`config.mk`:
```
export PLATFORM = sky130hd
export DESIGN_NAME = sgoc_top
export DESIGN_NICKNAME = d
export VERILOG_FILES = /design/src/logic/sgoc_pkg.sv /design/src/logic/sgoc_cmd_if.sv /design/src/logic/sgoc_out_stage.sv /design/src/logic/sgoc_top.sv
export SDC_FILE = /design/constraint.sdc
export NUM_CORES = 1
export LEC_CHECK = 0
export ABC_AREA = 0
export CORE_ASPECT_RATIO = 2
export CORE_MARGIN = 5
export CORE_UTILIZATION = 49
export CTS_CLUSTER_DIAMETER = 200
export CTS_CLUSTER_SIZE = 20
export DETAILED_ROUTE_END_ITERATION = 8
export DONT_BUFFER_PORTS = 1
export PLACE_DENSITY = 0.66
export SLEW_MARGIN = 20
export SYNTH_ARGS = -nofsm -noshare
export SYNTH_HDL_FRONTEND = slang
export SYNTH_SLANG_ARGS = --single-unit
```
`constraint.sdc`:
```
create_clock -name clk_in -period 10.8 [get_ports clk_in]
set_input_delay 1.62 -clock clk_in [delete_from_list [all_inputs] [get_ports clk_in]]
set_output_delay 1.62 -clock clk_in [all_outputs]
set_load 0.01 [all_outputs]
```
`src/logic/sgoc_pkg.sv`:
```
// Package: settings, states and register map of the object control block
package sgoc_pkg;
    // Object types
    typedef enum logic [1:0] {
        SGOC_OBJ_WITHDRAWABLE = 2'h0,
        SGOC_OBJ_BREAKER = 2'h1,
        SGOC_OBJ_DISC_MC = 2'h2,
        SGOC_OBJ_DISC_GND = 2'h3
    } sgoc_obj_type;
    // Breaker position
    typedef enum logic [1:0] {
        SGOC_POS_MID = 2'h0,
        SGOC_POS_OPEN = 2'h1,
        SGOC_POS_CLOSED = 2'h2,
        SGOC_POS_BAD = 2'h3
    } sgoc_pos_type;
    // Cart position
    typedef enum logic [2:0] {
        SGOC_CART_MIDWAY = 3'h0,
        SGOC_CART_OUT = 3'h1,
        SGOC_CART_IN = 3'h2,
        SGOC_CART_CONFLICT = 3'h3,
        SGOC_CART_UNUSED = 3'h4
    } sgoc_cart_type;
    // Block modes
    typedef enum logic [2:0] {
        SGOC_MODE_ON = 3'h0,
        SGOC_MODE_BLOCKED = 3'h1,
        SGOC_MODE_TEST = 3'h2,
        SGOC_MODE_TEST_BLOCKED = 3'h3,
        SGOC_MODE_OFF = 3'h4
    } sgoc_mode_type;
    // Ready gating choice
    localparam logic [1:0] SGOC_RDY_UNUSED = 2'h0;
    localparam logic [1:0] SGOC_RDY_HIGH = 2'h1;
    localparam logic [1:0] SGOC_RDY_LOW = 2'h2;
    // Force selector codes
    localparam logic [3:0] SGOC_FORCE_NORMAL = 4'h0;
    localparam int SGOC_FORCE_COUNT = 13;
    localparam int SGOC_STAT_W = 12;
    // Status bit positions
    localparam int SGOC_ST_OPEN_REQ = 0;
    localparam int SGOC_ST_CLOSE_REQ = 1;
    localparam int SGOC_ST_OPEN_SIG = 2;
    localparam int SGOC_ST_CLOSE_SIG = 3;
    localparam int SGOC_ST_WAIT_RDY = 4;
    localparam int SGOC_ST_WAIT_SNC = 5;
    localparam int SGOC_ST_RDY_FAIL = 6;
    localparam int SGOC_ST_SNC_FAIL = 7;
    localparam int SGOC_ST_OPEN_TOUT = 8;
    localparam int SGOC_ST_CLOSE_TOUT = 9;
    localparam int SGOC_ST_USR_OPEN = 10;
    localparam int SGOC_ST_USR_CLOSE = 11;
    // Register byte offsets
    localparam logic [7:0] SGOC_REG_CTRL = 8'h00;
    localparam logic [7:0] SGOC_REG_CONFIG = 8'h04;
    localparam logic [7:0] SGOC_REG_CMD = 8'h08;
    localparam logic [7:0] SGOC_REG_STATUS = 8'h0c;
    localparam logic [7:0] SGOC_REG_NAME = 8'h10;
    localparam int SGOC_NAME_WORDS = 8;
    localparam logic [7:0] SGOC_REG_END = 8'h30;
    // Command register bits
    localparam int SGOC_CMD_OPEN = 0;
    localparam int SGOC_CMD_CLOSE = 1;
    localparam int SGOC_CMD_SELECT = 2;
    localparam int SGOC_CMD_CANCEL = 3;
    // Config field positions
    localparam int SGOC_CFG_TYPE = 0;
    localparam int SGOC_CFG_SYNC = 2;
    localparam int SGOC_CFG_RDY = 3;
    localparam int SGOC_CFG_SBO = 5;
    localparam int SGOC_CFG_SINGLE = 6;
    localparam int SGOC_CFG_MODE = 8;
    localparam int SGOC_CFG_FORCE = 12;
    localparam logic [31:0] SGOC_CFG_RESET = 32'h00000001;
    // Ctrl bits
    localparam int SGOC_CTRL_LOCAL = 0;
    localparam int SGOC_CTRL_FORCE_EN = 1;
    localparam int SGOC_CTRL_MODE_EN = 2;
    // Command pulse width
    localparam int SGOC_PULSE_NS = 100;
    localparam int SGOC_CLK_MHZ = 200;
    localparam int SGOC_PULSE_CYC = (SGOC_PULSE_NS * SGOC_CLK_MHZ + 999) / 1000;
endpackage

```
`src/logic/sgoc_cmd_if.sv`:
```
// Interface: arbitrated command requests into the output stage
`timescale 1ns/1ps
`default_nettype none
interface sgoc_cmd_if;
    logic open_req;
    logic close_req;
    logic busy;
    logic open_act;
    logic close_act;
    modport src (output open_req, output close_req, input busy, input open_act, input close_act);
    modport drv (input open_req, input close_req, output busy, output open_act, output close_act);
endinterface
`default_nettype wire

```
`src/logic/sgoc_out_stage.sv`:
```
// Output stage: exclusive open and close command pulses
`timescale 1ns/1ps
`default_nettype none
module sgoc_out_stage
    import sgoc_pkg::*;
#(
    parameter int PULSE_CYC = SGOC_PULSE_CYC
) (
    // Clock and reset
    input wire logic clk_in,
    input wire logic sys_rst_in,
    // Requests
    sgoc_cmd_if.drv cmd
);
    logic [7:0] cnt_q;
    logic open_q;
    logic close_q;
    assign cmd.busy = open_q | close_q;
    assign cmd.open_act = open_q;
    assign cmd.close_act = close_q;
    // A request during a running pulse is the later one and is dropped
    always_ff @(posedge clk_in or posedge sys_rst_in) begin
        if (sys_rst_in) begin
            open_q <= 1'b0;
            close_q <= 1'b0;
            cnt_q <= 8'h00;
        end else if (cmd.busy) begin
            if (cnt_q == 8'h01) begin
                open_q <= 1'b0;
                close_q <= 1'b0;
            end
            cnt_q <= cnt_q - 8'h01;
        end else if (cmd.open_req) begin
            open_q <= 1'b1;
            cnt_q <= PULSE_CYC[7:0];
        end else if (cmd.close_req) begin
            close_q <= 1'b1;
            cnt_q <= PULSE_CYC[7:0];
        end
    end
endmodule
`default_nettype wire

```
`src/logic/sgoc_top.sv`:
```
// Switchgear object control: decode, arbitration, gating and APB registers
//
// Implementation choices: the register offsets and the APB slave port.
`timescale 1ns/1ps
`default_nettype none
module sgoc_top
    import sgoc_pkg::*;
(
    // Clock and reset
    input wire logic clk_in,
    input wire logic sys_rst_in,
    // APB slave
    input wire logic psel_in,
    input wire logic penable_in,
    input wire logic pwrite_in,
    input wire logic [7:0] paddr_in,
    input wire logic [31:0] pwdata_in,
    output logic [31:0] prdata_out,
    output logic pready_out,
    output logic pslverr_out,
    // Object status pins
    input wire logic open_stat_in,
    input wire logic close_stat_in,
    input wire logic cart_in_stat_in,
    input wire logic cart_out_stat_in,
    input wire logic ready_stat_in,
    input wire logic sync_stat_in,
    // Local command sources
    input wire logic button_open_in,
    input wire logic button_close_in,
    input wire logic front_panel_open_in,
    input wire logic front_panel_close_in,
    // Automatic function commands
    input wire logic auto_open_in,
    input wire logic auto_close_in,
    // Command contacts
    output logic object_open_out,
    output logic object_close_out,
    // Status view
    output logic [1:0] breaker_state_out,
    output logic [2:0] cart_state_out,
    output logic [2:0] object_block_behaviour_view_out,
    output logic [SGOC_STAT_W-1:0] status_out
);
    // Two-flop synchronisers for all status and command pins
    localparam int NPIN = 10;
    logic [NPIN-1:0] pin_raw;
    logic [NPIN-1:0] pin_m_q;
    logic [NPIN-1:0] pin_q;
    assign pin_raw = {auto_close_in, auto_open_in, front_panel_close_in, front_panel_open_in,
                      button_close_in, button_open_in, sync_stat_in, ready_stat_in,
                      cart_out_stat_in, cart_in_stat_in};
    logic open_raw_q;
    logic close_raw_q;
    logic open_s_q;
    logic close_s_q;
    always_ff @(posedge clk_in or posedge sys_rst_in) begin
        if (sys_rst_in) begin
            pin_m_q <= '0;
            pin_q <= '0;
            open_raw_q <= 1'b0;
            close_raw_q <= 1'b0;
            open_s_q <= 1'b0;
            close_s_q <= 1'b0;
        end else begin
            pin_m_q <= pin_raw;
            pin_q <= pin_m_q;
            open_raw_q <= open_stat_in;
            close_raw_q <= close_stat_in;
            open_s_q <= open_raw_q;
            close_s_q <= close_raw_q;
        end
    end
    logic cart_in_s, cart_out_s, ready_s, sync_s;
    logic btn_open_s, btn_close_s, fp_open_s, fp_close_s, auto_open_s, auto_close_s;
    assign {auto_close_s, auto_open_s, fp_close_s, fp_open_s, btn_close_s, btn_open_s,
            sync_s, ready_s, cart_out_s, cart_in_s} = pin_q;

    // Registers
    logic [31:0] ctrl_q;
    logic [31:0] cfg_q;
    logic [31:0] name_q [SGOC_NAME_WORDS];
    logic sel_q;
    logic rem_open_q;
    logic rem_close_q;
    logic [SGOC_STAT_W-1:0] stat_q;

    function automatic logic [1:0] pair_decode(input logic a, input logic b);
        // a marks the first state, b the second
        return {b, a};
    endfunction

    sgoc_obj_type obj_type;
    sgoc_mode_type mode;
    logic is_local, force_en, mode_en, use_sync, use_single, sbo_mode;
    logic [1:0] rdy_mode;
    logic [3:0] force_sel;
    assign is_local = ctrl_q[SGOC_CTRL_LOCAL];
    assign force_en = ctrl_q[SGOC_CTRL_FORCE_EN];
    assign mode_en = ctrl_q[SGOC_CTRL_MODE_EN];
    // Static settings, sampled by logic only as levels
    assign obj_type = sgoc_obj_type'(cfg_q[SGOC_CFG_TYPE +: 2]);
    assign use_sync = cfg_q[SGOC_CFG_SYNC];
    assign rdy_mode = cfg_q[SGOC_CFG_RDY +: 2];
    assign sbo_mode = cfg_q[SGOC_CFG_SBO];
    assign use_single = cfg_q[SGOC_CFG_SINGLE];
    assign force_sel = cfg_q[SGOC_CFG_FORCE +: 4];
    assign mode = mode_en ? sgoc_mode_type'(cfg_q[SGOC_CFG_MODE +: 3]) : SGOC_MODE_ON;

    // Position decode
    logic close_eff;
    sgoc_pos_type pos;
    sgoc_cart_type cart;
    assign close_eff = use_single ? ~open_s_q : close_s_q;
    assign pos = sgoc_pos_type'(pair_decode(open_s_q, close_eff));
    always_comb begin
        if (obj_type != SGOC_OBJ_WITHDRAWABLE) begin
            cart = SGOC_CART_UNUSED;
        end else begin
            cart = sgoc_cart_type'({1'b0, pair_decode(cart_out_s, cart_in_s)});
        end
    end

    // Source arbitration
    logic wr_cmd;
    logic rem_open_ok, rem_close_ok;
    logic loc_open, loc_close;
    logic want_open, want_close;
    logic rdy_ok, close_ok, ctl_en, is_test;
    assign wr_cmd = psel_in & penable_in & pwrite_in & (paddr_in == SGOC_REG_CMD);
    assign loc_open = is_local & (btn_open_s | fp_open_s);
    assign loc_close = is_local & (btn_close_s | fp_close_s);
    assign rem_open_ok = ~is_local & rem_open_q;
    assign rem_close_ok = ~is_local & rem_close_q;
    assign ctl_en = (mode == SGOC_MODE_ON) | (mode == SGOC_MODE_TEST);
    assign is_test = (mode == SGOC_MODE_TEST) | (mode == SGOC_MODE_TEST_BLOCKED);
    // Ready and sync gating of close
    always_comb begin
        case (rdy_mode)
            SGOC_RDY_HIGH: rdy_ok = ready_s;
            SGOC_RDY_LOW: rdy_ok = ~ready_s;
            default: rdy_ok = 1'b1;
        endcase
    end
    assign close_ok = rdy_ok & (~use_sync | sync_s) & (obj_type != SGOC_OBJ_DISC_GND);
    assign want_open = (loc_open | rem_open_ok | auto_open_s) & (obj_type != SGOC_OBJ_DISC_GND);
    assign want_close = loc_close | rem_close_ok | auto_close_s;

    sgoc_cmd_if cmd_bus ();
    assign cmd_bus.open_req = ctl_en & want_open;
    assign cmd_bus.close_req = ctl_en & want_close & close_ok & ~want_open;
    sgoc_out_stage #(
        .PULSE_CYC(SGOC_PULSE_CYC)
    ) u_out (
        .clk_in(clk_in),
        .sys_rst_in(sys_rst_in),
        .cmd(cmd_bus)
    );
    // Test mode keeps contacts quiet while logic runs
    always_ff @(posedge clk_in or posedge sys_rst_in) begin
        if (sys_rst_in) begin
            object_open_out <= 1'b0;
            object_close_out <= 1'b0;
        end else begin
            object_open_out <= cmd_bus.open_act & ~is_test;
            object_close_out <= cmd_bus.close_act & ~is_test;
        end
    end

    // Remote request latch: direct, or select then execute
    always_ff @(posedge clk_in or posedge sys_rst_in) begin
        if (sys_rst_in) begin
            sel_q <= 1'b0;
            rem_open_q <= 1'b0;
            rem_close_q <= 1'b0;
        end else begin
            rem_open_q <= 1'b0;
            rem_close_q <= 1'b0;
            if (wr_cmd) begin
                if (pwdata_in[SGOC_CMD_CANCEL]) begin
                    sel_q <= 1'b0;
                end else if (pwdata_in[SGOC_CMD_SELECT]) begin
                    sel_q <= 1'b1;
                end else if (~sbo_mode | sel_q) begin
                    rem_open_q <= pwdata_in[SGOC_CMD_OPEN];
                    rem_close_q <= pwdata_in[SGOC_CMD_CLOSE] & ~pwdata_in[SGOC_CMD_OPEN];
                    sel_q <= 1'b0;
                end
            end
        end
    end

    // Internal status, with forcing
    logic [SGOC_STAT_W-1:0] stat_d;
    always_comb begin
        stat_d = '0;
        stat_d[SGOC_ST_OPEN_REQ] = want_open;
        stat_d[SGOC_ST_CLOSE_REQ] = want_close;
        stat_d[SGOC_ST_OPEN_SIG] = cmd_bus.open_act;
        stat_d[SGOC_ST_CLOSE_SIG] = cmd_bus.close_act;
        stat_d[SGOC_ST_WAIT_RDY] = want_close & ~rdy_ok;
        stat_d[SGOC_ST_WAIT_SNC] = want_close & use_sync & ~sync_s;
        stat_d[SGOC_ST_RDY_FAIL] = cmd_bus.close_req == 1'b0 & want_close & ~rdy_ok & ctl_en;
        stat_d[SGOC_ST_SNC_FAIL] = want_close & use_sync & ~sync_s & ctl_en;
        stat_d[SGOC_ST_USR_OPEN] = loc_open | rem_open_ok;
        stat_d[SGOC_ST_USR_CLOSE] = loc_close | rem_close_ok;
        if (force_en && force_sel != SGOC_FORCE_NORMAL && force_sel < 4'(SGOC_FORCE_COUNT)) begin
            stat_d[force_sel - 4'h1] = 1'b1;
        end
    end
    always_ff @(posedge clk_in or posedge sys_rst_in) begin
        if (sys_rst_in) begin
            stat_q <= '0;
            breaker_state_out <= 2'h0;
            cart_state_out <= 3'h0;
            object_block_behaviour_view_out <= 3'h0;
        end else begin
            stat_q <= stat_d;
            breaker_state_out <= pos;
            cart_state_out <= cart;
            object_block_behaviour_view_out <= mode;
        end
    end
    assign status_out = stat_q;

    // APB register file, zero wait states
    logic apb_wr, addr_ok, name_hit;
    logic [2:0] name_idx;
    logic [31:0] rdata_d;
    assign apb_wr = psel_in & penable_in & pwrite_in;
    assign name_hit = (paddr_in >= SGOC_REG_NAME) && (paddr_in < SGOC_REG_END);
    assign name_idx = 3'((paddr_in - SGOC_REG_NAME) >> 2);
    assign addr_ok = (paddr_in[1:0] == 2'h0) && (paddr_in < SGOC_REG_END);
    assign pready_out = 1'b1;
    assign pslverr_out = psel_in & penable_in & ~addr_ok;
    always_ff @(posedge clk_in or posedge sys_rst_in) begin
        if (sys_rst_in) begin
            ctrl_q <= 32'h00000000;
            cfg_q <= SGOC_CFG_RESET;
        end else if (apb_wr && addr_ok) begin
            if (paddr_in == SGOC_REG_CTRL) begin
                ctrl_q <= {29'h0, pwdata_in[2:0]};
            end
            if (paddr_in == SGOC_REG_CONFIG) begin
                cfg_q <= {16'h0, pwdata_in[15:0]};
            end
        end
    end
    // Name storage: 8 words of 4 characters
    always_ff @(posedge clk_in or posedge sys_rst_in) begin
        if (sys_rst_in) begin
            for (int i = 0; i < SGOC_NAME_WORDS; i++) begin
                name_q[i] <= 32'h00000000;
            end
        end else if (apb_wr && addr_ok && name_hit) begin
            name_q[name_idx] <= pwdata_in;
        end
    end
    always_comb begin
        rdata_d = 32'h00000000;
        if (addr_ok) begin
            if (name_hit) begin
                rdata_d = name_q[name_idx];
            end else begin
                case (paddr_in)
                    SGOC_REG_CTRL: rdata_d = ctrl_q;
                    SGOC_REG_CONFIG: rdata_d = cfg_q;
                    SGOC_REG_CMD: rdata_d = {31'h0, sel_q};
                    SGOC_REG_STATUS: rdata_d = {12'h0, mode, cart, pos, stat_q};
                    default: rdata_d = 32'h00000000;
                endcase
            end
        end
    end
    // Taken at the setup edge, so read data stands through the access phase
    always_ff @(posedge clk_in or posedge sys_rst_in) begin
        if (sys_rst_in) begin
            prdata_out <= 32'h00000000;
        end else if (psel_in && !penable_in) begin
            prdata_out <= rdata_d;
        end
    end
endmodule
`default_nettype wire

```
==> results of run 1 <==
[power by group through the flow]
stage               combinational (W)  clock (W)  sequential (W)
global placement             0.000166          0         0.00148
finish                       0.000170   0.000840         0.00146
detailed placement           0.000171          0         0.00149
global route                 0.000191   0.000911         0.00147
floorplan                    0.000152          0         0.00148
CTS                          0.000171   0.000868         0.00146
[critical path: stages]
cell	delay [ns]
sky130_fd_sc_hd__or4_1	0.64
sky130_fd_sc_hd__a21oi_1	0.28
sky130_fd_sc_hd__nor2_1	0.12
[state kept, by name (all words and copies together) (netlist names), 2 cells and up]
name and count:
ctrl_q 3, breaker_state_out 2, name_q 256, pin_q 10, cart_state_out 3, cfg_q 16
prdata_out 32, status_out 12, object_block_behaviour_view_out 3, u_out.cnt_q 8, pin_m_q 10
[synthesized netlist by cell type, types with 5 or more instances]
| cell | number | share of area [%] |
|---|---|---|
| sky130_fd_sc_hd__o22ai_1 | 8 | 0.31 |
| sky130_fd_sc_hd__dfrtp_1 | 365 | 57 |
| sky130_fd_sc_hd__o221ai_1 | 9 | 0.50 |
| sky130_fd_sc_hd__nor2_1 | 25 | 0.59 |
| sky130_fd_sc_hd__a32o_1 | 5 | 0.31 |
| sky130_fd_sc_hd__and2_1 | 5 | 0.20 |
| sky130_fd_sc_hd__inv_1 | 16 | 0.38 |
| sky130_fd_sc_hd__mux2_2 | 281 | 20 |
| sky130_fd_sc_hd__buf_2 | 10 | 0.31 |
| sky130_fd_sc_hd__mux2i_1 | 50 | 3.1 |
| sky130_fd_sc_hd__buf_1 | 17 | 0.40 |
| sky130_fd_sc_hd__a21oi_1 | 11 | 0.35 |
| sky130_fd_sc_hd__nor2b_1 | 6 | 0.24 |
| sky130_fd_sc_hd__o21ai_0 | 23 | 0.72 |
| sky130_fd_sc_hd__a31oi_1 | 5 | 0.20 |
| sky130_fd_sc_hd__clkbuf_1 | 29 | 0.68 |
| sky130_fd_sc_hd__nand3_1 | 14 | 0.44 |
| sky130_fd_sc_hd__mux4_2 | 53 | 7.5 |
| sky130_fd_sc_hd__nand2b_1 | 9 | 0.35 |
| sky130_fd_sc_hd__o211ai_1 | 6 | 0.28 |
| sky130_fd_sc_hd__nand2_1 | 47 | 1.1 |
| sky130_fd_sc_hd__buf_4 | 10 | 0.47 |
[per-stage QoR]
step / util, % / hold WS [ns] / std cells
after global placement: 50.7 / 0.333 / 1456
final: 52.7 / 0.352 / 1489
after CTS: 52.7 / 0.355 / 1487
after floorplan: - / 0.331 / 1081
after global routing: 52.7 / 0.360 / 1489
after detailed placement: 50.7 / 0.336 / 1456
[layout make-up]
class	instances	area (sq um)
tap	427	534
sequential	366	9160
clock buffer	30	602
multi-input combinational	632	6400
inverter	17	67.6
timing repair buffer	15	158
fill	2748	15200
antenna	1	2.50
clock inverter	1	16.3
[layer usage]
layer  global-route usage, %  share of wire (%)
met1                    24.7                 36
met2                    39.0                 55
met3                    3.65                5.1
met5                       0                  0
met4                    8.05                3.5
[kinds of logic after synthesis]
group / Yosys count / synth area share (%)
xor gates and xnor gates: 3 / 0.165
other: 1 / 0.0236
and+or+nand+nor: 133 / 4.23
muxes: 385 / 30.6
adders and majority gates: 4 / 0.315
AOI/OAI and AO/OA: 106 / 4.76
DFF: 366 / 57.6
buffers and inverters: 83 / 2.27
[final timing paths]
check	slack (ns)	cells after the start	startpoint	endpoint
max	6.52	3	paddr_in[1]	pslverr_out
min	0.35	0	open_raw_q	open_s_q
max reg2reg	8.63	4	ctrl_q[0]	u_out.cnt_q[4]
min reg2reg	0.35	0	open_raw_q	open_s_q
max in group asynchronous	8.34	3	sys_rst_in	name_q[220]
min in group asynchronous	1.09	2	sys_rst_in	u_out.cnt_q[3]
==> results.md, run 1 <==
- The sum of routed wire length over all layers is 37.9 mm.
- The final number of hold-violating endpoints was 0.
- The number of synthesized flops with an enable pin is 0.
- The floorplan step set the die width to 137 microns.
- Of the cells placed in the final design, the portion with a size suffix greater than 1 is 36.7%.
- The post-synthesis instance area is 15900 sq um.
- The layout overhead on the synthesized area is 6.54%.
- The total global routing track utilization is 21.4%.
- Counting along the longest clock path gives a buffer depth of 3.
- Derived from the worst setup path, the maximum achievable clock frequency is 234 MHz.
- The tool flagged a number of max-cap violations equal to 0.
- On the final layout, the worst clock skew is 0.0122 ns.
- The floorplan die area is 36400 sq um.
- The clock latency reported for the late side of the worst-skew pair is 0.54 ns.
- The first global-routing pass estimated 59.3 mm of wire.
- The DRC marker count from the first detailed-route iteration is 544.
- For this run, the post-layout net count is 1115.
- The average instance in the mapped netlist occupies 14.7 sq um.
- The worst-margin pin slew is 1.11 ns.
- The final setup violation count is 0.
- The cell leakage power is 8.13 nW.
- The post-cts sizing count is 0.
- The initial antenna violation count is 1.
- Summing all placed instances gives a cell area of 16300 sq um.
- The starting utilization of the core area is 49.5%.
- The clock sink count is 366.
- The pin count of the biggest net entering global routing is 187.
- The internal power of the cells is 0.00189 W.
- After synthesis, the share of flip-flops with an asynchronous set or reset is 100%.
- The kind of start point of the critical path is a primary input.
- For this run, the register share of the synthesized area comes to 57.6%.
- When the netlist entered floorplanning its net count stood at 1142.
- For this run, the detailed router's first-pass iteration total came to 5.
- The placeable core area is 32100 sq um.
- The per-cell routed wire length is 25.5 microns.
- The post-synthesis cell count is 1081.
- The headroom to the max-slew limit is 25.1%.
- In the final timing run, aggregate negative setup slack is 0 ns.
- The summed area of non-filler cells in the final layout is 16900 sq um.
- The Yosys step of the flow raised 0 warnings.
- At the end of routability-driven placement, the weighted congestion stood at 0.876.
- The final route contains 9061 vias.
- Clock-pin slew was measured on the worst setup and hold paths at 0.08 ns.
- The areal power density over the cells is 146 nW/um^2.
- The reported net switching power is 0.000577 W.
- The total DRC errors in the routed layout is 0.
- The share of total power dissipated in the clock network is 34.0%.
- The worst path in the final design needs a cycle of 4.28 ns, including I/O delays and setup.
- The combinational group share of total power is 6.9%.
- The number of distinct library cells after synthesis is 63.
- The clock tree from TritonCTS is yes.
- In this run switching power makes up 23.4% of total power.
- Setup repair after global routing left no endpoint under its margin.
- The path category of the worst min-delay check is flop to flop.
- In this run the count of I/O pins placed on the die edge is 113.
- The proportion of power drawn by flip-flops and latches is 59.1%.
- The primary flip-flop cell chosen by synthesis mapping is sky130_fd_sc_hd__dfrtp_1.
- The type of destination of the critical path is a primary output.
- At the placement stage, the worst setup path has a slack of 6.21 ns.
- The global-route congestion overflow total is 0.
- After synthesis the netlist holds a flip-flop and latch count of 366.
- After layout, the design draws a total of 0.00247 W.
- The run finished with clean final reports.
- The root cell of the clock tree is sky130_fd_sc_hd__clkbuf_16.
- The critical path class is primary input to primary output.
- Port buffering added 0 buffers.
- The number of cell rows is 93.
- The detail route stage leaves a number of antenna-violating nets equal to 0.
- The die is 265 microns tall.
- The setup fix buffers added after clock tree synthesis is 0.
- The number of vias per cell is 6.09.
- For this design, the CTS-stage hold fixing added 0 buffers.
- At the worst endpoint, the required time is 9.18 ns.
- The number of pins exceeding their max-slew limit in the final report is 0.
- Across the VDD grid, the largest voltage drop is 0.000137 V.
- CTS built an H-tree with a depth of 1.
- In the layout the commonest cells are sky130_fd_sc_hd__dfrtp_1, sky130_fd_sc_hd__mux2_2, sky130_fd_sc_hd__mux4_2.
- The number of global-route vias before repair came to 9932.
- The final HPWL from detailed placement is 23.7 mm.
- The least setup slack across all paths after layout is 6.52 ns.
- Data on the critical path arrives at its endpoint at 2.66 ns.
- The library cell used most frequently in the layout, excluding fill and tap cells, is sky130_fd_sc_hd__dfrtp_1.
- Along the worst path, the maximum fanout reaches 6.
- The final worst-path cycle share is 39.6%.
- The number of CTS-inserted buffers is 22.
Note: power is estimated with default switching activity, not from simulation.
==> run 2: changes to the inputs <==
==> constraint.sdc (replaced) <==
create_clock -name clk_in -period 3.8 [get_ports clk_in]
set_input_delay 0.57 -clock clk_in [delete_from_list [all_inputs] [get_ports clk_in]]
set_output_delay 0.57 -clock clk_in [all_outputs]
set_load 0.01 [all_outputs]
==> run 2 against run 1 <==
- sequential power rose to 2.8 times the previous value
- clock power rose to 2.8 times the previous value
- register-to-register slack worse by 7.0 ns
- critical path type is now primary input to flop
==> results.md, run 2 (same netlist as run 1, synthesis figures left out) <==
- The pin count of the biggest net entering global routing is 108 (was 187).
- The placeable core area is 32100 sq um (unchanged).
- The number of cell rows is 93 (unchanged).
- The number of flip-flops in the largest register was 256 (unchanged).
- The wire length of the first global-routing pass is 59.1 mm (was 59.3 mm).
- The per-cell routed wire length came to 25.3 microns (was 25.5 microns).
- The cell leakage power is 8.20 nW (was 8.13 nW).
- The smallest hold slack is 0.0447 ns (was 0.352 ns).
- The number of nets in the finished design is 1130 (was 1115).
- The number of diodes added for antenna fixing is 0 (was 1).
- Top library cells by usage in the layout, fill and taps aside: sky130_fd_sc_hd__dfrtp_1, sky130_fd_sc_hd__mux2_2, sky130_fd_sc_hd__mux4_2 (unchanged).
- The floorplan die area is 36400 sq um (unchanged).
- The number of CTS-inserted buffers is 22 (unchanged).
- The critical path class is primary input to flop (was primary input to primary output).
- The number of global-route vias before repair was 9842 (was 9932).
- The combined flip-flop and latch cell area was 9160 sq um (unchanged).
- The final worst-path cycle share is 65.0%.
- The initial antenna violation count is 0 (was 1).
- The top-level I/O count was 113 (unchanged).
- The DRC marker count from the first detailed-route iteration is 472 (was 544).
- The source of the critical timing path was paddr_in[1] (unchanged).
- The highest fanout seen on the critical path was 24 (was 6).
- The share of the core filled with cells in the final layout was 53.1% (was 52.7%).
- The number of iterations in the first detailed-routing pass came to 4 (was 5).
- The clock latency reported for the late side of the worst-skew pair was 0.54 ns (about the same).
- The launch point of the worst reg-to-reg path is ctrl_q[0] (unchanged).
- The final number of hold-violating endpoints was 0 (unchanged).
- The post-detailed-route count of antenna-violating nets is 0 (unchanged).
- The count of port buffers added during placement came to 0 (unchanged).
- The worst setup slack for register-to-register paths was 1.64 ns (was 8.63 ns).
- The area of combinational cells with multiple inputs is 6400 sq um (unchanged).
- The starting utilization of the core area was 49.5% (unchanged).
- The register ranked first by flip-flop count is name_q (unchanged).
- The final setup violation count is 0 (unchanged).
- The H-tree depth was 1 (unchanged).
- The most common cell after layout, fill and taps aside is sky130_fd_sc_hd__dfrtp_1 (unchanged).
- The overall die height was 265 microns (unchanged).
- The kind of start point of the critical path is a primary input (unchanged).
- The global-route congestion overflow total is 0 (unchanged).
- The clock tree from TritonCTS is yes (unchanged).
- The total DRC errors in the routed layout is 0 (unchanged).
- The worst-margin pin slew is 0.823 ns (was 1.11 ns).
- The cell count after placement is 1472 (was 1456).
- The path category of the worst min-delay check is primary input to asynchronous set/reset pin (was flop to flop).
- The peak ir drop on the vdd network came to 0.000336 V (was 0.000137 V).
- The total of fill cells in the finished design is 2755 (was 2748).
- The layout cell share with drive strength beyond 1 is 37.5% (was 36.7%).
- The final weighted congestion in routability-driven placement is 0.833 (was 0.876).
- Unrepaired setup endpoints after global routing: false (unchanged).
- The setup fix buffers added after clock tree synthesis is 0 (unchanged).
- The horizontal die dimension is 137 microns (unchanged).
- The headroom to the max-slew limit came to 44.6% (was 25.1%).
- The worst slack at placement is 0.797 ns (was 6.21 ns).
- The total global routing track utilization is 21.4% (about the same).
- The root cell of the clock tree is sky130_fd_sc_hd__clkbuf_16 (unchanged).
- The end point of the critical path is name_q[182] (was pslverr_out).
- The layout overhead on the synthesized area is 7.26% (was 6.54%).
- The number of cells on the worst reg-to-reg path came to 4 (unchanged).
- The number of pins exceeding their max-slew limit in the final report was 0 (unchanged).
- The clock slew seen by the registers of the worst setup and hold paths is 0.08 ns (about the same).
- The type of destination of the critical path is a flop (was primary output).
- The highest clock rate is 405 MHz.
- The required arrival time at the worst endpoint was 4.21 ns (was 9.18 ns).
- The sum of routed wire length over all layers is 38.0 mm (was 37.9 mm).
- The areal power density over the cells is 411 nW/um^2 (was 146 nW/um^2).
- The arrival time at the worst endpoint is 2.88 ns (was 2.66 ns).
- The clock sink count came to 366 (unchanged).
- The quantity of hold-fixing buffers added after cts was 0 (unchanged).
- The least setup slack across all paths after layout is 1.33 ns (was 6.52 ns).
- The number of vias per cell is 6.00 (was 6.09).
- The final total power was 0.00701 W (was 0.00247 W).
- The buffer depth of the longest clock path is 3 (unchanged).
- The endpoint of the worst-slack reg-to-reg timing path is u_out.cnt_q[4] (unchanged).
- Outcome: finished clean (unchanged).
- The via count is 9012 (was 9061).
- The final HPWL from detailed placement was 25.2 mm (was 23.7 mm).
- Biggest regs: name_q x256, prdata_out x32, cfg_q x16 (unchanged).
- The non-filler instance count after layout is 1503 (was 1489).
- The worst-case clock skew was 0.0213 ns (was 0.0122 ns).
- The max-capacitance violation count is 0 (unchanged).
- Subtracting the final worst setup slack from the clock period gives 2.47 ns.
- The post-cts sizing count is 0 (unchanged).
==> run 2: cell count changes in the layout (fill, tap and decap cells not counted), sizes merged <==
cell and change:
diode -1, buf +15
==> run 2: cell type report <==
class / instances / area share [%]
multi-input cells: 632 / 37.5
repair buffers: 30 / 1.61
inverters: 17 / 0.396
clock buffers: 30 / 3.53
clock inverters: 1 / 0.0954
well taps: 427 / 3.13
flip-flops and latches: 366 / 53.7
==> run 2: how the worst min path moves through the flow <==
stage	startpoint	endpoint	slack, ns	cells after the start
2_1_floorplan	close_raw_q	close_s_q	0.33	0
3_3_place_gp	open_raw_q	open_s_q	0.33	0
3_5_place_dp	pin_m_q[4]	pin_q[4]	0.33	0
4_1_cts	ready_stat_in	pin_m_q[2]	0.03	0
5_1_grt	ready_stat_in	pin_m_q[2]	0.03	0
6_report	sys_rst_in	status_out[10]	0.04	1
==> run 2: critical path, stage by stage <==
cell and delay [ns]:
sky130_fd_sc_hd__or4_1 0.67, sky130_fd_sc_hd__or4b_4 0.63, sky130_fd_sc_hd__nor3b_4 0.23, sky130_fd_sc_hd__buf_4 0.39, sky130_fd_sc_hd__mux2_2 0.38
==> run 2: report_power, final <==
part	switching, W	total (W)	internal [W]
Sequential	0.000112	0.00415	0.00404
Combinational	0.000266	0.000489	0.000223
Clock	0.00125	0.00237	0.00112
==> run 2: per-layer routing <==
layer,track usage [%],part of all wire [%],vias up
li1,-,-,3943
met1,25.8,37,4818
met2,38.8,55,191
met3,3.04,4.6,60
met5,0,0,-
met4,7.26,3.5,0
==> run 2: stage by stage <==
step                setup TNS (ns)  instance area, sq um
finish                           0                 17100
global route                     0                 17100
CTS                              0                 17100
detailed placement               0                 16400
global placement                 0                 16400
floorplan                  -613.31                 15900
